## src/pkg/wdog_defines.vh

```
`ifndef WDOG_DEFINES_VH
`define WDOG_DEFINES_VH

// register byte offsets
`define WDOG_CTRL_ADDR 4'h0
`define WDOG_CLR_ADDR 4'h4
`define WDOG_STAT_ADDR 4'h8
`define WDOG_CNT_ADDR 4'hC

// control field positions
`define WDOG_EN_BIT 0
`define WDOG_MODE_BIT 1
`define WDOG_PSEL_LSB 8
`define WDOG_PSEL_MSB 12
`define WDOG_BAN_LSB 16
`define WDOG_BAN_MSB 20

// status field positions
`define WDOG_ST_EN_BIT 0
`define WDOG_ST_BUSY_BIT 1
`define WDOG_ST_RST_BIT 2

// reset values
`define WDOG_PSEL_RST 5'h0A
`define WDOG_BAN_RST 5'h00

// synchronizer length in watchdog ticks
`define WDOG_SYNC_TICKS 2'h2

`endif

```

## src/design/windowed_watchdog_timer.v

```verilog
`timescale 1ns/1ps
`include "wdog_defines.vh"

// ==========================================================
// windowed watchdog
module windowed_watchdog_timer
(
    input wire clk_i,
    input wire rst_i,
    input wire ce_i,
    input wire tick_i,
    input wire cyc_i,
    input wire stb_i,
    input wire we_i,
    input wire [3:0] adr_i,
    input wire [3:0] sel_i,
    input wire [31:0] dat_i,
    output reg [31:0] dat_o,
    output wire ack_o,
    output reg wdt_reset_o
);

// ==========================================================
// bus slave
reg ack_q;
wire req = cyc_i & stb_i & ~ack_q;
wire wr = req & we_i;
// control write needs all three low byte lanes
wire ctrl_wr = wr & (adr_i == `WDOG_CTRL_ADDR) & sel_i[0] & sel_i[1] & sel_i[2];
// clear needs only the low byte lane
wire clr_wr = wr & (adr_i == `WDOG_CLR_ADDR) & sel_i[0];
// ack follows a taken request by one cycle; ce_i low holds it
assign ack_o = ack_q;

// ==========================================================
// register state
// software-side shadow of the control fields
reg en_sw_q;
reg mode_sw_q;
reg [4:0] psel_sw_q;
reg [4:0] ban_sw_q;
// watchdog-side live copy
// enable reads back only once it lands here
reg en_q;
reg mode_q;
reg [4:0] psel_q;
reg [4:0] ban_q;
reg [1:0] sync_cnt_q;
reg busy_q;
reg clr_pend_q;
reg [31:0] cnt_q;

always @(posedge clk_i)
begin
    if (rst_i)
    begin
        ack_q <= 1'b0;
        en_sw_q <= 1'b0;
        mode_sw_q <= 1'b0;
        psel_sw_q <= `WDOG_PSEL_RST;
        ban_sw_q <= `WDOG_BAN_RST;
    end
    else if (ce_i)
    begin
        ack_q <= req;
        if (ctrl_wr)
        begin
            // launch sync of all fields
            en_sw_q <= dat_i[`WDOG_EN_BIT];
            mode_sw_q <= dat_i[`WDOG_MODE_BIT];
            psel_sw_q <= dat_i[`WDOG_PSEL_MSB:`WDOG_PSEL_LSB];
            ban_sw_q <= dat_i[`WDOG_BAN_MSB:`WDOG_BAN_LSB];
        end
    end
end

// ==========================================================
// synchronizer into the watchdog tick domain
always @(posedge clk_i)
begin
    if (rst_i)
    begin
        en_q <= 1'b0;
        mode_q <= 1'b0;
        psel_q <= `WDOG_PSEL_RST;
        ban_q <= `WDOG_BAN_RST;
        sync_cnt_q <= 2'h0;
        busy_q <= 1'b0;
    end
    else if (ce_i)
    begin
        if (ctrl_wr)
        begin
            // restart sync; overlapping writes are software's fault
            busy_q <= 1'b1;
            sync_cnt_q <= 2'h0;
        end
        else if (busy_q && tick_i)
        begin
            if (sync_cnt_q == `WDOG_SYNC_TICKS - 2'h1)
            begin
                // all fields land together when the count expires
                busy_q <= 1'b0;
                en_q <= en_sw_q;
                mode_q <= mode_sw_q;
                psel_q <= psel_sw_q;
                ban_q <= ban_sw_q;
            end
            else
            begin
                sync_cnt_q <= sync_cnt_q + 2'h1;
            end
        end
    end
end

// ==========================================================
// counter and window check
// timeout is 2^psel ticks; a clear at or past half of it asserts reset
// psel of zero wraps the half shift, so software avoids it
wire [31:0] timeout = 32'h1 << psel_q;
wire [31:0] half = 32'h1 << (psel_q - 5'h1);
wire in_second_half = (cnt_q >= half);

always @(posedge clk_i)
begin
    if (rst_i)
    begin
        cnt_q <= 32'h0;
        clr_pend_q <= 1'b0;
        wdt_reset_o <= 1'b0;
    end
    else if (ce_i)
    begin
        if (clr_wr)
        begin
            clr_pend_q <= 1'b1;
        end
        if (!en_q)
        begin
            cnt_q <= 32'h0;
            clr_pend_q <= 1'b0;
        end
        // a clear acts one cycle after its write and wins over a tick
        // landing in that same cycle
        else if (clr_pend_q && !clr_wr)
        begin
            clr_pend_q <= 1'b0;
            if (in_second_half)
            begin
                wdt_reset_o <= 1'b1;
            end
            else
            begin
                cnt_q <= 32'h0;
            end
        end
        else if (tick_i)
        begin
            // count stops at the last step; reset stays until rst_i
            if (cnt_q >= timeout - 32'h1)
            begin
                wdt_reset_o <= 1'b1;
            end
            else
            begin
                cnt_q <= cnt_q + 32'h1;
            end
        end
    end
end

// ==========================================================
// read data
always @(posedge clk_i)
begin
    if (rst_i)
    begin
        dat_o <= 32'h0;
    end
    else if (ce_i && req)
    begin
        dat_o <= 32'h0;
        case (adr_i)
            `WDOG_CTRL_ADDR:
            begin
                // only enable shows the synced copy; others echo the shadow
                // mode and ban select are stored only
                dat_o[`WDOG_EN_BIT] <= en_q;
                dat_o[`WDOG_MODE_BIT] <= mode_sw_q;
                dat_o[`WDOG_PSEL_MSB:`WDOG_PSEL_LSB] <= psel_sw_q;
                dat_o[`WDOG_BAN_MSB:`WDOG_BAN_LSB] <= ban_sw_q;
            end
            `WDOG_STAT_ADDR:
            begin
                // busy covers the enable bit alone
                dat_o[`WDOG_ST_EN_BIT] <= en_q;
                dat_o[`WDOG_ST_BUSY_BIT] <= busy_q & (en_q ^ en_sw_q);
                dat_o[`WDOG_ST_RST_BIT] <= wdt_reset_o;
            end
            `WDOG_CNT_ADDR:
            begin
                dat_o <= cnt_q;
            end
            default:
            begin
                dat_o <= 32'h0;
            end
        endcase
    end
end

endmodule // windowed_watchdog_timer

```

## config.mk

```make
export PLATFORM = sky130hd
export DESIGN_NAME = windowed_watchdog_timer
export DESIGN_NICKNAME = d
export VERILOG_FILES = /design/src/design/windowed_watchdog_timer.v
export VERILOG_INCLUDE_DIRS = /design/src /design/src/pkg
export SDC_FILE = /design/constraint.sdc
export NUM_CORES = 1
export LEC_CHECK = 0
export BUFFER_PORTS_ARGS = -buffer_cell sky130_fd_sc_hd__buf_2
export CAP_MARGIN = 20
export CORE_UTILIZATION = 50
export DETAILED_ROUTE_END_ITERATION = 16
export HOLD_SLACK_MARGIN = 0.03
export PLACE_DENSITY = 0.68
export REMOVE_ABC_BUFFERS = 1
export SYNTH_ARGS = -nofsm -noshare
export SYNTH_HDL_FRONTEND = slang
export SYNTH_SLANG_ARGS = --single-unit
```

## constraint.sdc

```tcl
create_clock -name clk_i -period 11.7 [get_ports clk_i]
set_input_delay 0.585 -clock clk_i [delete_from_list [all_inputs] [get_ports clk_i]]
set_output_delay 0.585 -clock clk_i [all_outputs]
set_load 0.1 [all_outputs]
```

After elaboration in Yosys (flattened, before gate mapping)
Index checks and enable logic that the tools add are counted.
Cells by class
  add/sub/neg operators: 4
  magnitude comparators: 2
  equal/unequal tests: 10
  shifts and indexed selects: 2
  multiplexer cells: 25
  bitwise gates (word level): 13
  reduce and logical (&&, ||, !) cells: 16
Operators with widths (number)
  $mux W32: 5
  $ge A32 B32 Y1: 2
  $shl A1 B5 Y32 const A: 2
  $add A32 B1 Y32 const B: 1
  $sub A32 B1 Y32 const B: 1
  $pmux W5 S2: 2
  $mux W11: 1
  $and A1 B1 Y1: 10
  $mux W1: 10
  $eq A4 B4 Y1 const B: 2
  $reduce_and A4 Y1: 2
  $reduce_bool A2 Y1: 4
  $mux W2: 3
  $ne A3 B2 Y1 const B: 2
  $ne A3 B3 Y1 const B: 2
  $pmux W2 S3: 1
  $reduce_and A3 Y1: 2
  $mux W5: 1
  $reduce_and A5 Y1: 1
  $sub A5 B1 Y5 const B: 1
  $eq A4 B3 Y1 const B: 1
  $logic_not A4 Y1: 1
  $ne A2 B2 Y1 const B: 2
  $reduce_and A2 Y1: 2
  8 further kinds: 11
Word-level totals
  flip-flop bits (word level): 88
  input port bits: 47
  output and inout bits: 34

Depth between registers and ports, before layout
Gate-level depths: netlist of the first run.
  depth in word-level cells: 9
  gate-level depth with buffers: 21
  mapped depth without buffers: 18

Least setup slack after synthesis of the first run
No wires, ideal clock.
  path kind: flip-flop to flip-flop
  start: reg psel_q[3]
  end: reg cnt_q[5]
  data arrival time: 3.812 ns
  path slack: 7.769 ns
  stages on the path, launching flop included: 21
  period minus slack after synthesis: 3.931 ns
  path through: dfxtp_1 clkbuf_1 or2_2 clkbuf_1 nor2_1 nand2_1 ha_1 nor2_1 nand2_1 o21ai_0 nand2_1 o21ai_0 a21oi_1 ha_1 and4_1 nand2_1 a2111oi_0 o41a_1 o221a_4 o311a_1 o21bai_1
Between the ends
  longest elaborated chain between the ends: 5
Ends and longest elaborated chain
  start, declared: RTL line windowed_watchdog_timer.v:46  | reg [4:0] psel_q;
  start signal, assigned: RTL line windowed_watchdog_timer.v:85  | psel_q <= `WDOG_PSEL_RST;
  start signal, assigned: RTL line windowed_watchdog_timer.v:106  | psel_q <= psel_sw_q;
  $shl A1 B5 Y32 / $sub A5 B1 Y5 (equally long branches): RTL line windowed_watchdog_timer.v:121, windowed_watchdog_timer.v:122
  $sub A32 B1 Y32 / $shl A1 B5 Y32 (equally long branches): RTL line windowed_watchdog_timer.v:161, windowed_watchdog_timer.v:122
  $ge A32 B32 Y1 (on tied branches): RTL line windowed_watchdog_timer.v:161, windowed_watchdog_timer.v:123
  $ne A3 B3 Y1 (no source line)
  $reduce_and A4 Y1 (no source line) *
  end signal, assigned: RTL line windowed_watchdog_timer.v:167  | cnt_q <= cnt_q + 32'h1;
  end, declared: RTL line windowed_watchdog_timer.v:51  | reg [31:0] cnt_q;
Mark *: on every way between the ends. The rest lies on a longest branch, timed or not.
A chain may end at the register's enable or synchronous reset.

Worst setup path after layout of the first run
  start: reg psel_q[0]
  end: reg cnt_q[31]
The elaborated chain is that of the path after synthesis.

==> run metrics, run 1 <==
I/O pin count=81; postcts setup bufs=0; CP max FO=24; largest net degree at the start of global routing=48; crit path DAT=5.73 ns; Vert. Die Dim=113 um; sequential standard cell area=1760 sq um; TritonCTS buffer count=9; Ys Warns=0; setup slack at placement=6.35 ns; crit share post-route=0.470; Skew-Pair Late Insertion Delay=0.35 ns; DRC viols=0; drt via density=6.39; vias in the first global route=6116; average cell area after synthesis=7.86 sq um; Synth cell types=74; mean routed wirelength per cell=18.7 um; Seq cells post-synth=88; Setup crit end kind=register; Area contributors post-synth=dfxtp_1 (28%), ha_1 (14%), nand2_1 (5.5%), nor2_1 (5.0%), a21oi_1 (4.5%); Tmin final=5.50 ns; Post-DP HPWL=13.4 mm; maximum vdd drop=0.000103 V; EDFF count, synth=0; Resize count post-CTS=0; CP Class=register to register; GPL Wtd Cong=0.949; antenna violations before repair=0; count leader, synth=nand2_1; first-pass GRT wire length=30.6 mm; worst setup margin=6.20 ns; slew margin rel.=0.307; Worst-Margin Slew=1.04 ns; Fmax=182 MHz; Cell Pwr Density=93.4 nW/um^2; grt total ovfl=0; antenna viol nets, final=0; core footprint=12100 sq um; Hold Path Class=register to register; starting DRC count in detailed routing=591; Hold Vio Cnt, Final=0; clock net sink count=88; Synth area leader=dfxtp_1; final setup vio count=0; Die Area=12900 sq um; top post-synthesis cells by count=nand2_1 (91), dfxtp_1 (88), nor2_1 (83), ha_1 (69), a21oi_1 (56); Area growth, synth to finish=10.9%; DRT Pass-1 Iters=6; area of the multi-input gates=4140 sq um; post-synthesis sequential area ratio=0.284; Nets=933; RSZ-0062 raised after global routing=false; Hold-fix buffers, CTS=0; Die X=113 um; # rows=40; CTS root buf=clkbuf_16; CTS HTree Levels=3; Yosys top cell area share=0.284; CTS Buffer Depth=2; P_leak=2.75 nW; number of port buffers=59; share of cells above drive strength 1=0.116; status=complete, no violations; startpoint class of the critical path=register; Required @ worst endpoint=11.93 ns; drt total wl=18.5 mm; Syn Std Cell Area=6210 sq um; total negative slack=0 ns; FFs w/ async S/R, synth=0; fill cell count=1101; GRT Total Usage=0.301; CTS tree=done; Syn Inst Count=790; max-cap viol count=0; Slew Limit Fails=0; starting density of the core=0.515; clk slew on worst S/H paths=0.07 ns; vias=6327; Max Clock Skew=0.0118 ns; prevailing post-synth register cell=dfxtp_1; antenna cells=0
cells in the final DEF (no fill, tap or decap), types with 12 or more instances in the layout:
cell / n
a311oi_1: 12
ha_1: 69
nand4_1: 17
dfxtp_1: 88
nand2_1: 91
inv_1: 25
nor3_1: 18
a21oi_1: 56
a22oi_1: 23
nor2_1: 83
nand3_1: 32
buf_2: 60
mux2i_1: 19
o21ai_0: 43
through the flow:
step	power [W]	hold WS (ns)	utilization	instances	cell area, sq um
after floorplan	0.000314	0.450	-	740	6000
after global placement	0.000328	0.450	0.543	972	6550
after detailed placement	0.000329	0.455	0.543	972	6550
after CTS	0.000647	0.464	0.570	988	6870
after global routing	0.000659	0.477	0.571	990	6890
final	0.000643	0.461	0.571	990	6890
path summary, 6_finish.rpt:
check	start	endpoint	slack, ns	cells past startpoint
min reg2reg	ack_o$_SDFFE_PP0P_	ack_o$_SDFFE_PP0P_	0.46	2
min	ack_o$_SDFFE_PP0P_	ack_o$_SDFFE_PP0P_	0.46	2
max	psel_q[0]$_SDFFE_PP0P_	cnt_q[31]$_SDFFE_PP0P_	6.20	18
max reg2reg	psel_q[0]$_SDFFE_PP0P_	cnt_q[31]$_SDFFE_PP0P_	6.20	18
logic make-up (layout without fill, tap and decap cells):
family / Yosys count / in the layout / share of synthesized area
multiplexers: 19 / 19 / 0.0306
AO/OA/AOI/OAI: 232 / 232 / 0.262
other: 1 / 1 / 0.000604
adder cells (fa/ha/maj): 69 / 69 / 0.139
AND/OR/NAND/NOR: 301 / 301 / 0.230
XOR/XNOR: 3 / 3 / 0.00423
buffers and inverters: 77 / 109 / 0.0498
flip-flops: 88 / 88 / 0.284
routing by layer:
metal	up-vias	GRT usage	part of all wire
met5	-	0	0
met4	0	0.144	0.037
met3	52	0.0425	0.063
met2	279	0.492	0.46
met1	2982	0.392	0.44
li1	3014	-	-
where the power goes:
part | switching, W | total [W] | internal, W
sequential | 0.000000100 | 0.000300 | 0.000300
combinational | 0.0000176 | 0.0000228 | 0.00000523
clock | 0.000126 | 0.000320 | 0.000194
layout make-up:
| class | count | share of cell area |
|---|---|---|
| inverter | 27 | 0.0147 |
| timing repair buffer | 66 | 0.0502 |
| tap | 168 | 0.0305 |
| multi-input combinational | 625 | 0.602 |
| sequential | 88 | 0.256 |
| clock inverter | 4 | 0.0111 |
| clock buffer | 12 | 0.0358 |
critical path, cell delays in order, from the launching register on:
cell	delay [ns]
dfxtp_1	0.53
inv_1	0.17
nor2_1	0.66
nand2_1	0.13
ha_1	0.43
inv_1	0.35
nand2_1	0.23
o21ai_0	0.20
nand2_1	0.06
o21ai_0	0.11
a21oi_1	0.12
ha_1	0.31
nand4_1	0.13
or3_1	0.15
o22ai_1	0.09
a211o_1	0.36
o22ai_4	0.61
nand2_2	0.32
o41ai_1	0.40
sequential cells by signal, summed over array words and instances (netlist names), 2 cells and up:
name / count
psel_q: 5
ban_sw_q: 5
cnt_q: 32
psel_sw_q: 5
sync_cnt_q: 2
dat_o: 32
(Power assumes the default switching activity.)
==> run 2: changes to the inputs <==
--- a/config.mk
+++ b/config.mk
@@ -11,7 +11,7 @@
 export CORE_UTILIZATION = 50
 export DETAILED_ROUTE_END_ITERATION = 16
 export HOLD_SLACK_MARGIN = 0.03
-export PLACE_DENSITY = 0.68
+export PLACE_DENSITY = 0.7
 export REMOVE_ABC_BUFFERS = 1
 export SYNTH_ARGS = -nofsm -noshare
 export SYNTH_HDL_FRONTEND = slang
==> constraint.sdc (replaced) <==
create_clock -name clk_i -period 4.9 [get_ports clk_i]
set_input_delay 0.245 -clock clk_i [delete_from_list [all_inputs] [get_ports clk_i]]
set_output_delay 0.245 -clock clk_i [all_outputs]
set_load 0.1 [all_outputs]
==> run metrics, run 2 (same netlist as run 1, synthesis figures left out) <==
DRC viols=0 (unchanged); final setup vio count=0 (unchanged); grt total ovfl=0 (unchanged); slew margin rel.=0.269 (-0.0378); Nets=943 (+1.1%); P_leak=2.78 nW (+1.3%); Hold-fix buffers, CTS=0 (unchanged); Fmax=222 MHz (+22%); Vert. Die Dim=113 um (unchanged); crit share post-route=0.920 (+0.451); CTS Buffer Depth=2 (unchanged); maximum vdd drop=0.000256 V (+150%); Hold Vio Cnt, Final=0 (unchanged); setup slack at placement=0.503 ns (-5.84 ns); Required @ worst endpoint=5.16 ns (-6.77 ns); starting DRC count in detailed routing=563 (-4.7%); GPL Wtd Cong=0.916 (-3.4%); share of cells above drive strength 1=0.125 (+0.00973); number of port buffers=59 (unchanged); Placed Cells incl. Taps=984 (+1.2%); Skew-Pair Late Insertion Delay=0.36 ns (about the same); drt via density=6.51 (+1.9%); I/O pin count=81 (unchanged); core footprint=12100 sq um (unchanged); Resize count post-CTS=0 (unchanged); total negative slack=0 ns (unchanged); TritonCTS buffer count=9 (unchanged); startpoint class of the critical path=register; DRT Pass-1 Iters=8 (+2); clk slew on worst S/H paths=0.07 ns (about the same); GRT Total Usage=0.308 (+0.00727); status=complete, no violations; antenna viol nets, final=0 (unchanged); clock net sink count=88 (unchanged); post-route insts no fill=998 (+0.81%); crit path DAT=4.77 ns (-0.96 ns); CTS tree=done; Slew Limit Fails=0 (unchanged); CTS root buf=clkbuf_16; # rows=40 (unchanged); Worst-Margin Slew=1.09 ns (+0.0566 ns); vias=6498 (+2.7%); drt total wl=19.2 mm (+3.7%); Die Area=12900 sq um (unchanged); Setup crit end kind=register; Tmin final=4.51 ns (-0.988 ns); antenna violations before repair=0 (unchanged); CP max FO=20 (-17%); postcts setup bufs=0 (unchanged); largest net degree at the start of global routing=54 (+13%); antenna cells=0 (unchanged); Cell Pwr Density=212 nW/um^2 (+130%); Top Registers=cnt_q: 32 flops, dat_o: 32 flops; Max Clock Skew=0.0145 ns (+0.00266 ns); Hold Path Class=input pin to register; CTS HTree Levels=3 (unchanged); Post-DP HPWL=13.8 mm (+3.4%); WHS=0.124 ns (-0.338 ns); mean routed wirelength per cell=19.2 um (+2.9%); Area growth, synth to finish=11.8%; first-pass GRT wire length=31.3 mm (+2.2%); vias in the first global route=6294 (+2.9%); Die X=113 um (unchanged); starting density of the core=0.515 (unchanged); max-cap viol count=0 (unchanged); commonest cells after routing, fill and taps aside=nand2_1 (91), dfxtp_1 (88), nor2_1 (83); commonest non-fill, non-tap cell in the layout=nand2_1; worst setup margin=0.390 ns (-5.81 ns); CP Class=register to register; RSZ-0062 raised after global routing=false
## run 2: worst max-delay path: stages, from the launching register on
cell and delay [ns]:
dfxtp_1 0.32, or2_2 0.30, nor2_1 0.32, nand2_1 0.17, ha_1 0.28, nand2_1 0.21, o21ai_0 0.12, nand2_1 0.07
o21ai_0 0.07, a21oi_1 0.22, ha_1 0.28, and4_1 0.20, nand2_1 0.09, a2111oi_0 0.07, o41a_1 0.54, o22ai_4 0.60
buf_4 0.25, a21oi_1 0.06, a211oi_1 0.23
## run 2: per-stage QoR
stage	total power [W]	utilization	instance area, sq um
6_report	0.00147	0.575	6940
5_1_grt	0.00151	0.575	6940
4_1_cts	0.00147	0.575	6940
3_5_place_dp	0.000785	0.552	6650
3_3_place_gp	0.000784	0.552	6650
2_1_floorplan	0.000750	-	6000
## run 2: power breakdown
group | total [W] | switching (W) | internal (W)
registers | 0.000716 | 0.000000282 | 0.000715
clock network | 0.000699 | 0.000295 | 0.000404
logic | 0.0000546 | 0.0000421 | 0.0000125
## run 2: per-layer routing
layer | GRT usage | share of wire | up-vias
met5 | 0 | 0 | -
met4 | 0.158 | 0.037 | 0
met1 | 0.375 | 0.41 | 3081
li1 | - | - | 3024
met3 | 0.0691 | 0.084 | 62
met2 | 0.512 | 0.47 | 331
## run 2: cell type report
class                   count  area [sq um]
clock buffers              11           243
clock inverters             3          43.8
fillers                  1114          5120
inverters                  27           101
multi-input cells         625          4140
flip-flops and latches     88          1760
well taps                 168           210
repair buffers             76           435
## run 2: worst paths after layout
check,start,slack (ns),cells past startpoint,to
hold / removal,dat_i[1],0.12,3,mode_sw_q$_SDFFE_PP0P_
setup reg to reg,psel_q[1]$_SDFFE_PP1P_,0.39,18,cnt_q[0]$_SDFFE_PP0P_
hold reg to reg,ack_o$_SDFFE_PP0P_,0.48,2,ack_o$_SDFFE_PP0P_
setup / recovery,psel_q[1]$_SDFFE_PP1P_,0.39,18,cnt_q[0]$_SDFFE_PP0P_
